[src/pcm_pkg.sv]
package pcm_pkg;

  ////////////////////////////////////////////////////////////////////////////
  // Bus geometry
  localparam int ADDR_W = 8;
  localparam int DATA_W = 32;
  localparam int IDX_W = 6;
  localparam int IDX_LSB = 2;
  localparam int BYTE_W = 8;

  ////////////////////////////////////////////////////////////////////////////
  // Register indices, byte address is index times four
  localparam logic [IDX_W-1:0] IDX_CURRENT = 6'h00;
  localparam logic [IDX_W-1:0] IDX_ACC3 = 6'h01;
  localparam logic [IDX_W-1:0] IDX_ACC2 = 6'h02;
  localparam logic [IDX_W-1:0] IDX_ACC1 = 6'h03;
  localparam logic [IDX_W-1:0] IDX_ACC0 = 6'h04;
  localparam logic [IDX_W-1:0] IDX_FAULT = 6'h0f;
  localparam logic [IDX_W-1:0] IDX_EVENT = 6'h10;
  localparam logic [IDX_W-1:0] IDX_GENERAL = 6'h11;
  localparam logic [IDX_W-1:0] IDX_PROF_A = 6'h12;
  localparam logic [IDX_W-1:0] IDX_PROF_B = 6'h13;
  localparam logic [IDX_W-1:0] IDX_PIN = 6'h14;
  localparam logic [IDX_W-1:0] IDX_CTRL = 6'h16;
  localparam logic [IDX_W-1:0] IDX_THRESH = 6'h17;
  localparam logic [IDX_W-1:0] IDX_IRQ_EN = 6'h18;
  localparam logic [IDX_W-1:0] IDX_IRQ_CLR = 6'h19;

  ////////////////////////////////////////////////////////////////////////////
  // Field layouts and reset values
  localparam int CUR_W = 8;
  localparam int ACC_W = 26;
  localparam int ACC_LSB = 6;
  localparam int COND_W = 6;
  localparam int CTRL_EN_BIT = 0;
  localparam int CTRL_RST_BIT = 1;
  localparam int FAULT_ERR_BIT = 7;
  localparam int FAULT_DISCH_BIT = 6;
  localparam int GEN_ALERT_BIT = 5;
  localparam int GEN_ATTACH_BIT = 4;
  localparam int GEN_CHG_BIT = 3;
  localparam int GEN_EM_BIT = 2;
  localparam int PIN_ALERT_BIT = 1;
  localparam int PIN_ATTACH_BIT = 0;
  localparam int EV_W = 4;
  localparam int EV_ATTACH = 0;
  localparam int EV_REMOVE = 1;
  localparam int EV_THRESH = 2;
  localparam int EV_ERROR = 3;
  localparam logic [BYTE_W-1:0] RST_BYTE = 8'h00;
  localparam logic [CUR_W-1:0] CUR_FULL_SCALE = 8'hff;
  localparam logic [ACC_W-1:0] THRESH_RST = 26'h3ffffff;

  ////////////////////////////////////////////////////////////////////////////
  // Scaling and timing
  localparam int CURRENT_LSB_UA = 11720;
  localparam int CHARGE_LSB_NAH = 3250;
  localparam longint CLK_HZ = 200000000;
  localparam int TICK_PERIOD_S = 1;
  localparam int TICK_CYCLES = int'(CLK_HZ * TICK_PERIOD_S);

  ////////////////////////////////////////////////////////////////////////////
  // Power states of the port controller
  typedef enum logic [1:0] {
    PCM_ACTIVE,
    PCM_SLEEP,
    PCM_DETECT,
    PCM_ERROR
  } pcm_pwr_t;

endpackage

[src/pcm_acc_if.sv]
`timescale 1ns/100ps
interface pcm_acc_if;
  import pcm_pkg::*;
  logic tick;
  logic active;
  logic rationing_enable_bit;
  logic rtn_clr;
  logic [CUR_W-1:0] sample;
  logic [ACC_W-1:0] threshold;
  logic [ACC_W-1:0] total;
  logic thr_hit;
  modport ctl (output active, output rationing_enable_bit, output rtn_clr, output sample,
               output threshold, input tick, input total, input thr_hit);
  modport acc (input tick, input active, input rationing_enable_bit, input rtn_clr, input sample,
               input threshold, output total, output thr_hit);
  modport tck (output tick);
endinterface

[src/pcm_charge_acc.sv]
`timescale 1ns/100ps
module pcm_charge_acc (
  // Clock and reset
  input wire logic clk,
  input wire logic rst_b,
  // Control and result
  pcm_acc_if.acc a
);
  import pcm_pkg::*;

  logic [ACC_W-1:0] total_r;
  logic [ACC_W:0] sum;
  logic upd_r;
  logic hit_r;

  // One count of current held one second is almost exactly one charge count
  assign sum = {1'b0, total_r} + (ACC_W+1)'(a.sample);

  // Total only returns to zero from software; saturates instead of wrapping
  always_ff @(posedge clk or negedge rst_b) begin
    if (!rst_b) begin
      total_r <= '0;
    end else if (a.rtn_clr || !a.rationing_enable_bit) begin
      total_r <= '0;
    end else if (a.tick && a.active) begin
      total_r <= sum[ACC_W] ? '1 : sum[ACC_W-1:0];
    end
  end

  // Compare the fresh total once after each update
  always_ff @(posedge clk or negedge rst_b) begin
    if (!rst_b) begin
      upd_r <= 1'b0;
      hit_r <= 1'b0;
    end else begin
      upd_r <= a.tick && a.active && a.rationing_enable_bit && !a.rtn_clr;
      hit_r <= upd_r && (total_r >= a.threshold);
    end
  end

  assign a.total = total_r;
  assign a.thr_hit = hit_r;

endmodule

[src/pcm_regs.sv]
`timescale 1ns/100ps
module pcm_regs #(
  parameter int TICK_CYC = pcm_pkg::TICK_CYCLES,
  parameter logic [pcm_pkg::CUR_W-1:0] CHG_LIMIT = 8'h08
) (
  // Clock and reset
  input wire logic clk,
  input wire logic rst_b,
  // Avalon-MM slave
  input wire logic [pcm_pkg::ADDR_W-1:0] avs_address,
  input wire logic avs_read,
  input wire logic avs_write,
  input wire logic [pcm_pkg::DATA_W-1:0] avs_writedata,
  output logic [pcm_pkg::DATA_W-1:0] avs_readdata,
  output logic avs_waitrequest,
  // Port controller state
  input wire pcm_pkg::pcm_pwr_t pwr_state,
  input wire logic switch_on,
  input wire logic standalone,
  input wire logic [pcm_pkg::CUR_W-1:0] cur_sample,
  input wire logic cur_valid,
  // Fault and presence conditions
  input wire logic [pcm_pkg::COND_W-1:0] fault_cond,
  input wire logic disch_cond,
  input wire logic attach_sense,
  // Emulation status
  input wire logic em_active,
  input wire logic [1:0] applied_pair_field,
  input wire logic [pcm_pkg::BYTE_W-1:0] profile_a,
  input wire logic [pcm_pkg::BYTE_W-1:0] profile_b,
  // Pins and requests
  output logic alert_pin_b,
  output logic attach_output_pin_b,
  output logic recover_req,
  output logic irq
);
  import pcm_pkg::*;

  //////////////////////////////////////////////////////////////////////////////
  // Declarations
  pcm_acc_if acc_if ();
  logic [IDX_W-1:0] idx;
  logic wr_done;
  logic rd_done;
  logic wait_r;
  logic [DATA_W-1:0] rdata_r;
  logic [DATA_W-1:0] rdata_nxt;
  logic [CUR_W-1:0] cur_r;
  pcm_pwr_t pwr_q;
  logic enter_quiet;
  logic rationing_enable_bit_r;
  logic rtn_clr_r;
  logic [ACC_W-1:0] thresh_r;
  logic [DATA_W-1:0] acc_word;
  logic err_r;
  logic disch_r;
  logic err_wr0;
  logic err_clear_ok;
  logic err_set;
  logic recover_r;
  logic [EV_W-1:0] ev_r;
  logic [EV_W-1:0] ev_en_r;
  logic [EV_W-1:0] ev_set;
  logic [EV_W-1:0] ev_clr;
  logic attach_q;
  logic err_q;
  logic irq_r;
  logic alert_b_r;
  logic attach_b_r;
  logic [BYTE_W-1:0] fault_byte;
  logic [BYTE_W-1:0] gen_byte;
  logic [BYTE_W-1:0] pin_byte;

  //////////////////////////////////////////////////////////////////////////////
  // Bus handshake
  // Word index from the byte address; the two low address bits are ignored
  assign idx = avs_address[IDX_LSB +: IDX_W];
  assign wr_done = avs_write && !wait_r;
  assign rd_done = avs_read && !wait_r;

  // Back-to-back requests still cost two edges each, which keeps the decode simple
  // One wait state: the request is seen, then completed on the next edge
  always_ff @(posedge clk or negedge rst_b) begin
    if (!rst_b) begin
      wait_r <= 1'b1;
    end else if (!wait_r) begin
      wait_r <= 1'b1;
    end else if (avs_read || avs_write) begin
      wait_r <= 1'b0;
    end
  end

  // Trade-off: read data stands until the next read, even across writes
  // Read data is latched while waitrequest is high, so it stands at completion
  always_ff @(posedge clk or negedge rst_b) begin
    if (!rst_b) begin
      rdata_r <= '0;
    end else if (avs_read && wait_r) begin
      rdata_r <= rdata_nxt;
    end
  end

  assign avs_readdata = rdata_r;
  assign avs_waitrequest = wait_r;

  //////////////////////////////////////////////////////////////////////////////
  // Bus current value
  // Entry into a quiet state is seen against the state one cycle earlier
  assign enter_quiet = (pwr_state != pwr_q) &&
                       (pwr_state == PCM_SLEEP || pwr_state == PCM_DETECT);

  // Limitation: a sample taken while not Active is dropped, not queued
  // Clears take priority over a sample arriving in the same cycle
  always_ff @(posedge clk or negedge rst_b) begin
    if (!rst_b) begin
      cur_r <= RST_BYTE;
      pwr_q <= PCM_SLEEP;
    end else begin
      pwr_q <= pwr_state;
      if (!switch_on) begin
        cur_r <= RST_BYTE;
      end else if (enter_quiet) begin
        cur_r <= RST_BYTE;
      end else if (pwr_state == PCM_ACTIVE && cur_valid) begin
        cur_r <= (cur_sample > CUR_FULL_SCALE) ? CUR_FULL_SCALE : cur_sample;
      end
    end
  end

  //////////////////////////////////////////////////////////////////////////////
  // Rationing control and charge total
  // Writing the control word with bit 1 set zeroes the total one edge later
  // Reset bit is a self-clearing pulse; it never reads back as one
  always_ff @(posedge clk or negedge rst_b) begin
    if (!rst_b) begin
      rationing_enable_bit_r <= 1'b0;
      rtn_clr_r <= 1'b0;
    end else begin
      rtn_clr_r <= wr_done && (idx == IDX_CTRL) && avs_writedata[CTRL_RST_BIT];
      if (wr_done && idx == IDX_CTRL) begin
        rationing_enable_bit_r <= avs_writedata[CTRL_EN_BIT];
      end
    end
  end

  // Reset value keeps the compare quiet until software programs a level or the total saturates
  // Threshold is a full-width word so the compare never sees a torn value
  always_ff @(posedge clk or negedge rst_b) begin
    if (!rst_b) begin
      thresh_r <= THRESH_RST;
    end else if (wr_done && idx == IDX_THRESH) begin
      thresh_r <= avs_writedata[ACC_W-1:0];
    end
  end

  // Accumulator sees the settled current value, never the raw sample
  assign acc_if.active = (pwr_state == PCM_ACTIVE);
  assign acc_if.rationing_enable_bit = rationing_enable_bit_r;
  assign acc_if.rtn_clr = rtn_clr_r;
  assign acc_if.sample = cur_r;
  assign acc_if.threshold = thresh_r;

  // One-second enable; a shorter count may be set for simulation
  pcm_sec_tick #(
    .TICK_CYC(TICK_CYC)
  ) u_tick (
    .clk(clk),
    .rst_b(rst_b),
    .t(acc_if.tck)
  );

  pcm_charge_acc u_acc (
    .clk(clk),
    .rst_b(rst_b),
    .a(acc_if.acc)
  );

  // Total left-justified with the six low bits reading zero
  assign acc_word = {acc_if.total, {ACC_LSB{1'b0}}};

  //////////////////////////////////////////////////////////////////////////////
  // Error and discharge failure flags
  // Any live fault or discharge condition holds the error flag
  assign err_wr0 = wr_done && (idx == IDX_FAULT) && !avs_writedata[FAULT_ERR_BIT];
  assign err_clear_ok = err_wr0 && (fault_cond == '0) && !disch_cond;
  assign err_set = (fault_cond != '0) || disch_cond;

  // A live condition always wins over a software clear
  always_ff @(posedge clk or negedge rst_b) begin
    if (!rst_b) begin
      err_r <= 1'b0;
      recover_r <= 1'b0;
    end else begin
      recover_r <= err_clear_ok && err_r;
      if (err_set) begin
        err_r <= 1'b1;
      end else if (err_clear_ok) begin
        err_r <= 1'b0;
      end
    end
  end

  // Hazard: a read racing a live condition leaves the flag set
  // Discharge failure is sticky so software sees a short event
  always_ff @(posedge clk or negedge rst_b) begin
    if (!rst_b) begin
      disch_r <= 1'b0;
    end else if (disch_cond) begin
      disch_r <= 1'b1;
    end else if (err_wr0 || (rd_done && idx == IDX_FAULT)) begin
      disch_r <= 1'b0;
    end
  end

  //////////////////////////////////////////////////////////////////////////////
  // Event status, enable and interrupt
  // One-cycle history for edge detection; resets to the idle low level
  always_ff @(posedge clk or negedge rst_b) begin
    if (!rst_b) begin
      attach_q <= 1'b0;
      err_q <= 1'b0;
    end else begin
      attach_q <= attach_sense;
      err_q <= err_r;
    end
  end

  // Attach and removal edges only count in stand-alone mode
  always_comb begin
    ev_set = '0;
    ev_set[EV_ATTACH] = standalone && attach_sense && !attach_q;
    ev_set[EV_REMOVE] = standalone && !attach_sense && attach_q;
    ev_set[EV_THRESH] = acc_if.thr_hit;
    ev_set[EV_ERROR] = err_r && !err_q;
  end

  // Upper bits of the written word are ignored
  // Clearing through the clear register or writing ones to the status word
  assign ev_clr = (wr_done && (idx == IDX_IRQ_CLR || idx == IDX_EVENT)) ?
                  avs_writedata[EV_W-1:0] : '0;

  // Set wins over clear in the same cycle, bit by bit
  always_ff @(posedge clk or negedge rst_b) begin
    if (!rst_b) begin
      ev_r <= '0;
    end else begin
      ev_r <= (ev_r & ~ev_clr) | ev_set;
    end
  end

  // Enable mask, same layout as the event status word
  always_ff @(posedge clk or negedge rst_b) begin
    if (!rst_b) begin
      ev_en_r <= '0;
    end else if (wr_done && idx == IDX_IRQ_EN) begin
      ev_en_r <= avs_writedata[EV_W-1:0];
    end
  end

  // Interrupt and alert pin both follow pending enabled events
  // Only the alert pin also follows the error and discharge flags
  always_ff @(posedge clk or negedge rst_b) begin
    if (!rst_b) begin
      irq_r <= 1'b0;
      alert_b_r <= 1'b1;
      attach_b_r <= 1'b1;
    end else begin
      irq_r <= |(ev_r & ev_en_r);
      alert_b_r <= !(|(ev_r & ev_en_r) || err_r || disch_r);
      attach_b_r <= !attach_sense;
    end
  end

  assign irq = irq_r;
  assign alert_pin_b = alert_b_r;
  assign attach_output_pin_b = attach_b_r;
  assign recover_req = recover_r;

  //////////////////////////////////////////////////////////////////////////////
  // Status bytes
  // Charging bit compares the held current, so it clears together with it
  // Pin bits read the same flops that drive the pins, so they never disagree
  always_comb begin
    fault_byte = {err_r, disch_r, fault_cond};
    gen_byte = RST_BYTE;
    gen_byte[GEN_ALERT_BIT] = !alert_b_r;
    gen_byte[GEN_ATTACH_BIT] = !attach_b_r;
    gen_byte[GEN_CHG_BIT] = cur_r > CHG_LIMIT;
    gen_byte[GEN_EM_BIT] = em_active;
    gen_byte[1:0] = applied_pair_field;
    pin_byte = RST_BYTE;
    pin_byte[PIN_ALERT_BIT] = !alert_b_r;
    pin_byte[PIN_ATTACH_BIT] = !attach_b_r;
  end

  //////////////////////////////////////////////////////////////////////////////
  // Read decode; unmapped and write-only words read as zero
  // The chain is for clarity only; no two indices overlap
  always_comb begin
    rdata_nxt = '0;
    if (idx == IDX_CURRENT) begin
      rdata_nxt = DATA_W'(cur_r);
    end else if (idx == IDX_ACC3) begin
      rdata_nxt = DATA_W'(acc_word[3*BYTE_W +: BYTE_W]);
    end else if (idx == IDX_ACC2) begin
      rdata_nxt = DATA_W'(acc_word[2*BYTE_W +: BYTE_W]);
    end else if (idx == IDX_ACC1) begin
      rdata_nxt = DATA_W'(acc_word[BYTE_W +: BYTE_W]);
    end else if (idx == IDX_ACC0) begin
      rdata_nxt = DATA_W'(acc_word[0 +: BYTE_W]);
    end else if (idx == IDX_FAULT) begin
      rdata_nxt = DATA_W'(fault_byte);
    end else if (idx == IDX_EVENT) begin
      rdata_nxt = DATA_W'(ev_r);
    end else if (idx == IDX_GENERAL) begin
      rdata_nxt = DATA_W'(gen_byte);
    end else if (idx == IDX_PROF_A) begin
      rdata_nxt = DATA_W'(profile_a);
    end else if (idx == IDX_PROF_B) begin
      rdata_nxt = DATA_W'(profile_b);
    end else if (idx == IDX_PIN) begin
      rdata_nxt = DATA_W'(pin_byte);
    end else if (idx == IDX_CTRL) begin
      rdata_nxt = DATA_W'(rationing_enable_bit_r);
    end else if (idx == IDX_THRESH) begin
      rdata_nxt = DATA_W'(thresh_r);
    end else if (idx == IDX_IRQ_EN) begin
      rdata_nxt = DATA_W'(ev_en_r);
    end
  end

endmodule

[src/pcm_sec_tick.sv]
`timescale 1ns/100ps
module pcm_sec_tick #(
  parameter int TICK_CYC = pcm_pkg::TICK_CYCLES
) (
  // Clock and reset
  input wire logic clk,
  input wire logic rst_b,
  // One-second enable
  pcm_acc_if.tck t
);
  import pcm_pkg::*;

  logic [31:0] cnt_r;
  logic tick_r;

  // Divider: one enable pulse per interval, never a derived clock
  always_ff @(posedge clk or negedge rst_b) begin
    if (!rst_b) begin
      cnt_r <= '0;
      tick_r <= 1'b0;
    end else if (cnt_r == 32'(TICK_CYC - 1)) begin
      cnt_r <= '0;
      tick_r <= 1'b1;
    end else begin
      cnt_r <= cnt_r + 32'd1;
      tick_r <= 1'b0;
    end
  end

  assign t.tick = tick_r;

endmodule

[config.mk]
export PLATFORM = sky130hd
export DESIGN_NAME = pcm_regs
export DESIGN_NICKNAME = d
export VERILOG_FILES = /design/src/pcm_pkg.sv /design/src/pcm_acc_if.sv /design/src/pcm_charge_acc.sv /design/src/pcm_regs.sv /design/src/pcm_sec_tick.sv
export SDC_FILE = /design/constraint.sdc
export NUM_CORES = 1
export LEC_CHECK = 0
export ABC_CLOCK_PERIOD_IN_PS = 3000
export BUFFER_PORTS_ARGS = -buffer_cell sky130_fd_sc_hd__buf_4
export CORE_UTILIZATION = 26
export DETAILED_ROUTE_END_ITERATION = 8
export MAX_ROUTING_LAYER = met4
export PLACE_DENSITY_LB_ADDON = 0.1
export SETUP_SLACK_MARGIN = 0.05
export SYNTH_ARGS = -nofsm -noshare
export SYNTH_HDL_FRONTEND = slang
export SYNTH_SLANG_ARGS = --single-unit
[constraint.sdc]
create_clock -name clk -period 3 [get_ports clk]
set_input_delay 0.15 -clock clk [delete_from_list [all_inputs] [get_ports clk]]
set_output_delay 0.15 -clock clk [all_outputs]
set_load 0.03 [all_outputs]
Word-level counts from Yosys, hierarchy flattened:

Index checks and enable logic that the tools add are counted.

* $lt $le $gt $ge: 3
* divide/modulo/power cells: 0
* mux-type cells: 30
* reductions and logical operators: 52
* bitwise logic cells: 4
* shift operators: 0
* equality and inequality tests: 19
* $add $sub $neg: 2
* multipliers: 0

Operator list (count)
* $mux 26: 16
* $eq 6x5->1 const B: 9
* $add 32x1->32 const B: 1
* $eq 32x28->1 const B: 1
* $mux 32: 1
* $mux 8: 4
* $add 26x8->27: 1
* $ge 26x26->1: 1
* $logic_and 1x1->1: 25
* $eq 6x2->1 const B: 2
* $logic_not 6->1: 2
* $logic_not 1->1: 11
* $and 4x4->4: 2
* $gt 8x4->1 const B: 1
* $gt 8x8->1 const B: 1
* $logic_or 1x1->1: 8
* $mux 4: 2
* $mux 1: 7
* $eq 6x1->1 const B: 1
* $eq 6x3->1 const B: 1
* $eq 6x4->1 const B: 1
* $reduce_bool 2->1: 3
* $reduce_bool 6->1: 1
* $not 4->4: 1
* other kinds (7): 7

* input bits: 84
* memories kept: 0
* logic and storage cells: 132
* bits in read-only memories: 0
* bits in latches: 0
* RAM bits: 0
* register bits: 148
* output and inout port bits: 37

Depth between registers and ports, before layout:

Gate-level depths: netlist of the first run.

* depth after elaboration: 15
* gate-level depth with buffers: 8
* depth with buffers taken out: 7

Hierarchy:

A second synthesis of the first run with hierarchy kept.

* cells, all modules: 873
* area total of the unflattened synthesis: 8409.3 sq um

Modules (own cells, without submodules)
* pcm_regs: area each 4335.4 sq um, sequential area each 2064.5 sq um, times used 1, cells each 431
* pcm_charge_acc: area each 2384.8 sq um, sequential area each 700.7 sq um, times used 1, cells each 268
* pcm_sec_tick: area each 1689.1 sq um, sequential area each 825.8 sq um, times used 1, cells each 174

Worst setup path after synthesis of the first run:

OpenSTA, ideal clock, no wires.

* path type: register to register
* start point: register cur_r[0], in the netlist acc_if.sample[0]
* end point: register u_acc.total_r[18], in the netlist u_acc.a.total[18]
* path slack: 778 ps
* required time: 2914 ps
* clock period less this slack: 2222 ps
* arrival: 2136 ps
* buffers on the path: 0
* stages on the path, launching flop included: 8
* setup time: 86 ps
* cell sequence: dfrtp_1 > ha_1 > fa_1 > a211oi_1 > o211a_4 > and4bb_1 > and3_1 > nor3_1

* longest elaborated chain between the ends: 4

RTL lines
* from (decl): RTL line pcm_regs.sv:48 `logic [CUR_W-1:0] cur_r;`
* from (signal assigned): RTL line pcm_regs.sv:125 `cur_r <= (cur_sample > CUR_FULL_SCALE) ? CUR_FULL_SCALE : cur_sample;`
* $add 26x8->27: RTL line pcm_charge_acc.sv:17 `assign sum = {1'b0, total_r} + (ACC_W+1)'(a.sample);`
* $mux 26: RTL line pcm_charge_acc.sv:26 `total_r <= sum[ACC_W] ? '1 : sum[ACC_W-1:0];`
* $mux 26: RTL line pcm_charge_acc.sv:25 `end else if (a.tick && a.active) begin`
* $mux 26: RTL line pcm_charge_acc.sv:23 `end else if (a.rtn_clr || !a.rationing_enable_bit) begin`
* to (signal assigned): RTL line pcm_charge_acc.sv:26
* to (decl): RTL line pcm_charge_acc.sv:11 `logic [ACC_W-1:0] total_r;`

Every way passes these cells. The select of a mux whose other input is x is not followed.
A chain may end at the register's enable or synchronous reset.

Worst setup path after layout of the first run:

* start point: register cur_r[0], in the netlist acc_if.sample[0]
* end point: register u_acc.total_r[22], in the netlist u_acc.a.total[22]

Same word-level chain as after synthesis.

==> flow_summary_export.csv, run 1 <==
group,metric,value,unit
layout,final_common_cell,"buf_4",
sta,tns,0,ns
place,preCtsSetupSlack,0.456,ns
setup_path,cpPeakStageDelay,0.46,ns
pwr,worst_ir_drop_vdd,0.000339,V
die,die_area,31800,sq um
outcome,status,"finished, final reports clean",
setup_path,crit_path_start_kind,"flop",
setup_path,crit_chain,"ha_1 > fa_1 > a211oi_1 > o211a_4 > and4bb_1 > and4b_1 > nor3_1",
layout,fin_nets,1117,
clocking,clk_latency,0.43,ns
place,place_congestion,0.820,
route,routed_wl,24900,um
clocking,numCtsBuffers,17,
route,drc,0,
place,hpwl,18500,um
sta,fin_crit,2.57,ns
route,dr_total_vias,6904,
place,place_inst,1330,
grt,antenna_found_initial,0,
pwr,leakage,4.74,nW
logic_synthesis,yosysTopAreaCell,"dfrtp_1",
logic_synthesis,synth_cells,851,
grt,track_usage,16.7,%
pwr,p_comb_share,12.2,%
setup_path,crit_family,"compound AO/OA/AOI/OAI gates",
sta,finalSetupViolations,0,
logic_synthesis,yosysWarnings,0,
sta,slew_headroom,34.7,%
setup_path,cp-end-kind,"flop",
setup_path,path_class,"reg -> reg",
pwr,intPower,3.60,mW
route,ant_nets,0,
pwr,power_frac_seq,42.8,%
logic_synthesis,syn_area,8090,sq um
sta,worstMarginPinSlew,0.977,ns
logic_synthesis,syn_avg_cell_area,9.50,sq um
logic_synthesis,synth-main-ff-cell,"dfrtp_1",
grt,grt_pass1_vias,6792,
setup_path,crit_required,3.33,ns
die,start_util,26.4,%
die,io_pins,121,
clocking,cts_tree,"built",
layout,diodes,0,
logic_synthesis,synthDistinctLibCells,73,
die,fp.dieH,178,um
clocking,postCtsSetupRepairBufs,0,
layout,most-common-layout-cells,"123 x buf_4, 112 x dfrtp_1, 86 x nand2_1, 57 x o21ai_0, 50 x nor2_1",
sta,timing.fmax,389,MHz
clocking,cts_root_buf,"clkbuf_16",
route,drt_iter0_markers,361,
pwr,cellPowerDensity,472,nW/um^2
pwr,power_switching,1.30,mW
logic_synthesis,synth_edf_count,0,
clocking,clk_pin_slew,0.06,ns
setup_path,arrival,2.90,ns
grt,grt_max_degree,73,
sta,final_max_slew_viol_count,0,
setup_path,path_max_fanout,6,
route,viasPerCell,4.91,
setup_path,cp.buffers_inverters,0,
grt,grt_pass1_wl,39000,um
grt,gr-total-overflow,0,
setup_path,crit_path_top_delay_cell,"a211oi_1",
layout,fin_util,33.9,%
die,core.rowCount,64,
logic_synthesis,yosysSeqAreaShare,44.4,%
clocking,clock-sinks,142,
clocking,ctsHoldBuffers,43,
layout,stdcell_count,1405,
place,port_buffers,106,
clocking,cts_resized,0,
sta,timing.final.ws_setup,0.431,ns
route,drt-wirelength-per-cell,17.7,um
clocking,ctsLongestPathBuffers,2,
logic_synthesis,ys_top_cells_by_area,"dfrtp_1 35%, dfstp_2 9.7%, ha_1 5.6%",
pwr,clockPowerShare,45.1,%
clocking,htreeDepth,4,
run,cap_violations,0,
layout,stdcell_area,10400,sq um
pwr,p_sw_share,26.5,%
logic_synthesis,synth_seq_cells,142,
sta,finalCritPeriodShare,85.6,%
die,fp.dieW,178,um
setup_path,rrSetupSlack,0.43,ns
layout,drive_gt1_share,20.7,%
die,coreArea,30600,sq um
min_path,hold_path.class,"in -> reg",
place,place_area,9340,sq um
sta,hold_violations,0,
route,first_pass_iters,5,
layout,area_delta_synth_final,28.2,%
sta,grt_setup_unrepaired,"no",
sta,skew,0.0119,ns
logic_synthesis,async_reset_ff_share,100,%
logic_synthesis,yosysTopAreaCellShare,34.7,%
==> power groups by stage <==
stage                     registers (mW)  logic (mW)  clock network [mW]
after floorplan                     2.17       0.250                   0
after global placement              2.13       0.560                   0
after detailed placement            2.13       0.559                   0
after CTS                           2.09       0.605                2.26
after global routing                2.11       0.662                2.34
final                               2.09       0.595                2.21
==> layer usage <==
layer	routed length [um]	share of wire, %	track usage, %	vias up
met3	954	3.8	2.90	12
li1	-	-	-	3387
met4	245	0.98	4.20	0
met2	11400	46	25.0	148
met1	12400	50	23.2	3357
met5	0	0	-	-
==> synth_stat cells, drive strengths merged (20+ instances only) <==
cell / count
a21oi: 44
o21ai: 58
nor3: 20
buf: 20
a22o: 20
inv: 37
dfrtp: 112
nand3: 41
nor2: 51
dfstp: 30
xnor2: 22
ha: 36
clkbuf: 27
nand2: 86
==> cell families after synthesis <==
group           Yosys count  share of synthesized area (%)
xor+xnor                 40                           4.33
flops                   142                           44.4
buf+inv                  85                           4.55
mux                      22                           2.85
compound gates          217                           18.2
other cells               1                         0.0464
simple gates            307                           19.8
fa+ha+maj                37                           5.82
==> final timing paths <==
path,cells after the start,end,startpoint
max in group asynchronous,3,pwr_q[0],rst_b
min reg2reg,1,ev_r[3],err_q
max,7,u_acc.a.total[22],acc_if.sample[0]
min in group asynchronous,2,ev_en_r[3],rst_b
max reg2reg,7,u_acc.a.total[22],acc_if.sample[0]
min,3,acc_if.sample[0],cur_sample[0]
==> metrics by stage <==
| stage | total power [mW] | hold WS [ns] |
|---|---|---|
| floorplan | 2.42 | -0.146 |
| global placement | 2.69 | 0.235 |
| detailed placement | 2.69 | 0.234 |
| CTS | 4.96 | 0.00220 |
| global route | 5.10 | 0.0133 |
| finish | 4.90 | 0.0122 |
==> final cells by class <==
| class | count | area [sq um] |
|---|---|---|
| fillers | 3227 | 20200 |
| multi-input cells | 629 | 4160 |
| flip-flops and latches | 142 | 3590 |
| repair buffers | 168 | 1390 |
| well taps | 396 | 495 |
| clock buffers | 19 | 433 |
| clock inverters | 13 | 168 |
| inverters | 38 | 143 |
==> worst reg2reg max path, delay by kind of cell, from the launching register on <==
family          cells  cell delay, ns
flops               1            0.43
compound gates      2            0.75
simple gates        3            0.61
fa+ha+maj           2            0.69
==> registers in the layout, indices dropped and copies added, names as in the netlist, 2 cells and up <==
register / count
u_tick.cnt_r: 32
acc_if.threshold: 26
avs_readdata: 26
u_acc.a.total: 26
acc_if.sample: 8
ev_en_r: 4
ev_r: 4
pwr_q: 2
Power figures use the tool's default switching activity.
==> run 2, diff against run 1 <==
--- a/config.mk
+++ b/config.mk
@@ -5,7 +5,7 @@
 export SDC_FILE = /design/constraint.sdc
 export NUM_CORES = 1
 export LEC_CHECK = 0
-export ABC_CLOCK_PERIOD_IN_PS = 3000
+export ABC_CLOCK_PERIOD_IN_PS = 3050
 export BUFFER_PORTS_ARGS = -buffer_cell sky130_fd_sc_hd__buf_4
 export CORE_UTILIZATION = 26
 export DETAILED_ROUTE_END_ITERATION = 8
==> constraint.sdc (replaced) <==
create_clock -name clk -period 3.05 [get_ports clk]
set_input_delay 0.1525 -clock clk [delete_from_list [all_inputs] [get_ports clk]]
set_output_delay 0.1525 -clock clk [all_outputs]
set_load 0.03 [all_outputs]
==> run 2 against run 1 <==
Clock skew grew 0.0025 ns. Final area shrank 0.48%. Combinational power shrank 3%. Non-clock buffer count shrank 6. Critical path depth is the same. Hold slack gained 0.00083 ns. Sequential power is essentially flat. Fmax shrank 1.6%. Clock power shrank 4%. Register-to-register slack is essentially flat. Die area is the same. Global-route usage shrank 0.18 points. Critical endpoint is now u_acc.a.total[12]. Highest routed layer unchanged.
==> flow_summary_export.csv, run 2 (synthesized netlist as in run 1, its figures left out) <==
group,metric,value,unit
layout,regMostFlops,"u_tick.cnt_r",
route,drt-wirelength-per-cell,17.6,um
sta,final_max_slew_viol_count,0,
layout,final_common_cell,"buf_4",
die,io_pins,121,
run,cap_violations,0,
place,hpwl,18200,um
place,place_inst,1325,
layout,area_delta_synth_final,27.6,%
setup_path,crit_path_start_kind,"flop",
layout,largest_reg_flops,32,
pwr,leakage,4.71,nW
grt,track_usage,16.5,%
sta,hold_slack,0.0130,ns
layout,diodes,0,
sta,timing.final.ws_setup,0.438,ns
sta,worstMarginPinSlew,0.933,ns
grt,grt_pass1_wl,38800,um
die,core.rowCount,64,
grt,gr-total-overflow,0,
sta,fin_crit,2.61,ns
min_path,min-delay-start,"cur_sample[0]",
setup_path,path_max_fanout,11,
setup_path,cpPeakStageDelay,0.51,ns
grt,grt_pass1_vias,6722,
setup_path,arrival,2.89,ns
sta,finalSetupViolations,0,
place,port_buffers,106,
layout,stdcell_area,10300,sq um
place,place_congestion,0.813,
place,place_area,9310,sq um
setup_path,setup.worst_path.start,"acc_if.sample[0]",
min_path,hold_path_depth,3,
layout,stdcell_count,1399,
layout,fin_util,33.7,%
clocking,htreeDepth,4,
grt,grt_max_degree,64,
die,start_util,26.4,%
place,preCtsSetupSlack,0.495,ns
sta,grt_setup_unrepaired,"no",
die,fp.dieW,178,um
setup_path,crit_path_top_delay_cell,"a211oi_1",
clocking,numCtsBuffers,17,
die,coreArea,30600,sq um
route,first_pass_iters,5,
outcome,status,"finished, final reports clean",
route,dr_total_vias,6897,
route,routed_wl,24600,um
clocking,clk_pin_slew,0.07,ns
sta,skew,0.0144,ns
die,die_area,31800,sq um
pwr,cellPowerDensity,461,nW/um^2
sta,timing.fmax,383,MHz
clocking,ctsLongestPathBuffers,2,
layout,fin_nets,1111,
layout,drive_gt1_share,20.5,%
setup_path,r2r_cells,7,
sta,tns,0,ns
setup_path,path_class,"reg -> reg",
setup_path,crit_chain,"ha_1 > fa_1 > a211oi_1 > o211a_4 > or4_4 > and4_1 > a211oi_2",
clocking,clk_latency,0.44,ns
sta,hold_violations,0,
layout,most-common-layout-cells,"117 x buf_4, 112 x dfrtp_1, 86 x nand2_1, 57 x o21ai_0, 50 x nor2_1",
route,drc,0,
clocking,postCtsSetupRepairBufs,0,
sta,slew_headroom,37.7,%
setup_path,cp-end-kind,"flop",
setup_path,r2r_start,"acc_if.sample[0]",
die,fp.dieH,178,um
grt,antenna_found_initial,0,
pwr,worst_ir_drop_vdd,0.000357,V
route,ant_nets,0,
min_path,hold_path.class,"in -> reg",
clocking,cts_root_buf,"clkbuf_16",
route,drt_iter0_markers,365,
pwr,power,4.76,mW
clocking,cts_tree,"built",
setup_path,crit_required,3.33,ns
route,viasPerCell,4.93,
sta,finalCritPeriodShare,85.6,%
clocking,clock-sinks,142,
run 2: routing by layer:
layer  wire length [um]  track usage, %  share of wire, %  up-vias
li1                   -               -                 -     3375
met2              11200            24.9                45      139
met1              12200            23.0                49     3373
met5                  0               -                 0        -
met3               1020            2.81               4.1       10
met4                219            3.67              0.89        0
run 2: layout make-up:
cell class / instances / area (sq um)
repair buffers: 162 / 1350
clock buffers: 17 / 425
inverters: 38 / 143
multi-input cells: 629 / 4160
well taps: 396 / 495
clock inverters: 15 / 160
fillers: 3230 / 20300
flip-flops and latches: 142 / 3590
run 2: worst paths after layout:
check | end | slack [ns]
max | u_acc.a.total[12] | 0.44
min | acc_if.sample[0] | 0.01
max reg2reg | u_acc.a.total[12] | 0.44
min reg2reg | ev_r[3] | 0.43
max in group asynchronous | u_tick.cnt_r[18] | 1.96
min in group asynchronous | irq | 0.22
run 2: what timing repair did:
| action | in CTS | in global routing |
|---|---|---|
| gates resized for setup | 0 | 0 |
| hold endpoints to repair | 81 | 0 |
| hold buffers | 42 | 0 |
run 2: worst max-delay path: cells and delay by family (launching register included):
family	cells	cell delay, ns
flip-flops	1	0.43
AO/OA/AOI/OAI	3	0.87
adder cells (fa/ha/maj)	2	0.68
AND/OR/NAND/NOR	2	0.47
run 2: report_power, final:
| group | switching (mW) | total [mW] | internal, mW | leakage, nW |
|---|---|---|---|---|
| registers | 0.0534 | 2.06 | 2.00 | 1.82 |
| clock network | 1.01 | 2.12 | 1.10 | 0.287 |
| logic | 0.339 | 0.580 | 0.240 | 2.61 |
| total | 1.41 | 4.76 | 3.35 | 4.71 |
==> run 3, diff against run 2 <==
--- a/config.mk
+++ b/config.mk
@@ -7,6 +7,7 @@
 export LEC_CHECK = 0
 export ABC_CLOCK_PERIOD_IN_PS = 3050
 export BUFFER_PORTS_ARGS = -buffer_cell sky130_fd_sc_hd__buf_4
+export CORE_ASPECT_RATIO = 0.8
 export CORE_UTILIZATION = 26
 export DETAILED_ROUTE_END_ITERATION = 8
 export MAX_ROUTING_LAYER = met4
@@ -14,4 +15,5 @@
 export SETUP_SLACK_MARGIN = 0.05
 export SYNTH_ARGS = -nofsm -noshare
 export SYNTH_HDL_FRONTEND = slang
+export SYNTH_HIERARCHICAL = 1
 export SYNTH_SLANG_ARGS = --single-unit
==> run 3 against run 2 <==
Final area grew 3.7%. Sequential share of layout area shrank 1.2 points. Clock skew shrank 0.0036 ns. Via count grew 4.4%. Setup slack lost 0.075 ns. Wire length grew 7.6%. Synthesized cell count grew 2.6%. Largest cell class unchanged. Utilization grew 0.082 points. Sequential power shrank 2%. Clock-buffer cell count grew 5. Clock power grew 4%. Critical path depth grew 1.
==> flow_summary_export.csv, run 3 <==
group,metric,value,unit
layout,num-fill-cells,3298,
logic_synthesis,yosysMostFrequentCell,"dfrtp_1",
logic_synthesis,ys_top_cells_by_count,"112 x dfrtp_1, 96 x nand2_1, 63 x nand3_1, 46 x a21oi_1, 42 x inv_1",
clocking,htreeDepth,4,
layout,largest_reg_flops,32,
die,die_area,33100,sq um
setup_path,crit_chain,"ha_1 > fa_1 > a211oi_1 > o211ai_2 > and3_1 > and3_1 > a31oi_1 > o21a_1",
setup_path,path_max_fanout,13,
logic_synthesis,yosysTopAreaCell,"dfrtp_1",
logic_synthesis,synth_edf_count,0,
pwr,leakage,4.68,nW
setup_path,path_common_cell,"and3_1",
logic_synthesis,synth_cells,873,
die,core.rowCount,58,
sta,grt_setup_unrepaired,"no",
layout,fin_util,33.8,%
logic_synthesis,yosysSeqAreaShare,42.7,%
logic_synthesis,yosysTopAreaCellShare,33.3,%
sta,slew_headroom,46.0,%
sta,fin_crit,2.69,ns
sta,hold_violations,0,
layout,drive_gt1_share,24.6,%
run,cap_violations,0,
die,start_util,26.6,%
logic_synthesis,synthDistinctLibCells,87,
min_path,hold_path.class,"in -> reg",
layout,stdcell_area,10700,sq um
setup_path,r2r_start,"acc_if.sample[0]",
setup_path,crit_path_start_kind,"flop",
setup_path,setup.worst_path.start,"acc_if.sample[0]",
logic_synthesis,syn_avg_cell_area,9.63,sq um
clocking,clock-sinks,142,
setup_path,cpPeakStageDelay,0.44,ns
route,viasPerCell,4.97,
sta,skew,0.0109,ns
setup_path,crit_required,3.42,ns
place,port_buffers,106,
sta,worstMarginPinSlew,0.810,ns
layout,regMostFlops,"u_tick/cnt_r",
pwr,worst_ir_drop_vdd,0.000374,V
sta,final_max_slew_viol_count,0,
route,drc,0,
clocking,clk_latency,0.43,ns
logic_synthesis,yosysWarnings,6,
route,routed_wl,26400,um
route,dr_total_vias,7203,
setup_path,path_class,"reg -> reg",
place,place_area,9650,sq um
grt,gr-total-overflow,0,
min_path,min-delay-start,"fault_cond[4]",
pwr,cellPowerDensity,449,nW/um^2
logic_synthesis,syn_area,8410,sq um
logic_synthesis,synth_seq_cells,142,
die,io_pins,121,
setup_path,arrival,3.06,ns
clocking,cts_resized,0,
place,place_congestion,0.837,
clocking,clk_pin_slew,0.06,ns
die,fp.dieW,203,um
grt,track_usage,17.1,%
logic_synthesis,ys_top_cells_by_area,"dfrtp_1 33%, dfstp_2 9.4%, ha_1 5.4%",
grt,grt_pass1_wl,42100,um
die,coreArea,31600,sq um
sta,finalCritPeriodShare,88.1,%
grt,grt_max_degree,79,
clocking,cts_root_buf,"clkbuf_16",
layout,diodes,0,
route,drt_iter0_markers,483,
logic_synthesis,synth-main-ff-cell,"dfrtp_1",
setup_path,cp-end-kind,"flop",
layout,most-common-layout-cells,"128 x buf_4, 112 x dfrtp_1, 96 x nand2_1, 63 x nand3_1, 46 x a21oi_1",
clocking,ctsHoldBuffers,44,
layout,area_delta_synth_final,27.2,%
place,hpwl,19600,um
pwr,power,4.81,mW
clocking,numCtsBuffers,17,
sta,timing.fmax,372,MHz
grt,antenna_found_initial,0,
layout,fin_nets,1138,
sta,tns,0,ns
outcome,status,"finished, final reports clean",
route,drt-wirelength-per-cell,18.2,um
route,first_pass_iters,5,
logic_synthesis,async_reset_ff_share,100,%
setup_path,crit_path_top_delay_cell,"fa_1",
die,fp.dieH,163,um
grt,grt_pass1_vias,7102,
layout,final_common_cell,"buf_4",
clocking,postCtsSetupRepairBufs,0,
clocking,cts_tree,"built",
clocking,ctsLongestPathBuffers,2,
route,ant_nets,0,
sta,finalSetupViolations,0,
-- run 3: cell types whose count changed after synthesis, sizes merged, moves of 11 or more --
cell	before	now
a22o	20	1
mux2	8	31
nand2	86	97
nand3	41	65
nor2	51	25
o21ai	58	36
-- run 3: path summary, 6_finish.rpt --
check,end,slack (ns),depth (start not counted)
worst max-delay path,u_acc/a.total[22],0.36,8
worst min-delay path,recover_req,0.03,4
worst max register to register,u_acc/a.total[22],0.36,8
worst min register to register,ev_r[3],0.45,1
max in group asynchronous,acc_if.threshold[6],1.76,3
min in group asynchronous,avs_readdata[16],0.32,2
-- run 3: kinds of logic after synthesis --
logic type               count (synthesis)  synth area share (%)
other                                    1                0.0446
AND/OR/NAND/NOR                        324                  21.5
buffers and inverters                   95                  5.15
AO/OA/AOI/OAI                          206                  16.9
multiplexers                            39                  5.10
XOR/XNOR                                29                  3.02
flip-flops                             142                  42.7
adder cells (fa/ha/maj)                 37                  5.59
-- run 3: metal layers --
layer  global-route usage, %  wire length (um)  vias to the layer above
met4                    4.03               240                        0
met1                    25.7             14300                     3535
met2                    23.2             10900                      140
met3                    2.98              1000                       13
li1                        -                 -                     3515
met5                       -                 0                        -
-- run 3: area by class of cell --
cell class | count | area [sq um] | share of cell area [%]
Clock buffer | 22 | 474 | 4.43
Tap cell | 420 | 526 | 4.91
Timing Repair Buffer | 173 | 1410 | 13.2
Inverter | 42 | 158 | 1.47
Clock inverter | 10 | 135 | 1.26
Sequential cell | 142 | 3590 | 33.6
Multi-Input combinational cell | 641 | 4400 | 41.2
-- run 3: critical path, delay by kind of cell (launching register included) --
family | cells | cell delay, ns
compound gates | 4 | 0.91
simple gates | 2 | 0.63
fa+ha+maj | 2 | 0.69
flops | 1 | 0.41
-- run 3: through the flow --
step	hold slack, ns	cells	worst slack [ns]
2_1_floorplan	-0.143	878	0.813
3_5_place_dp	0.277	1374	0.423
4_1_cts	0.0101	1450	0.400
3_3_place_gp	0.268	1374	0.413
6_report	0.0289	1450	0.363
5_1_grt	0.0261	1450	0.217
-- run 3: where the power goes --
group / switching [mW] / internal, mW
clock: 0.863 / 1.35
combinational: 0.325 / 0.250
sequential: 0.0534 / 1.97
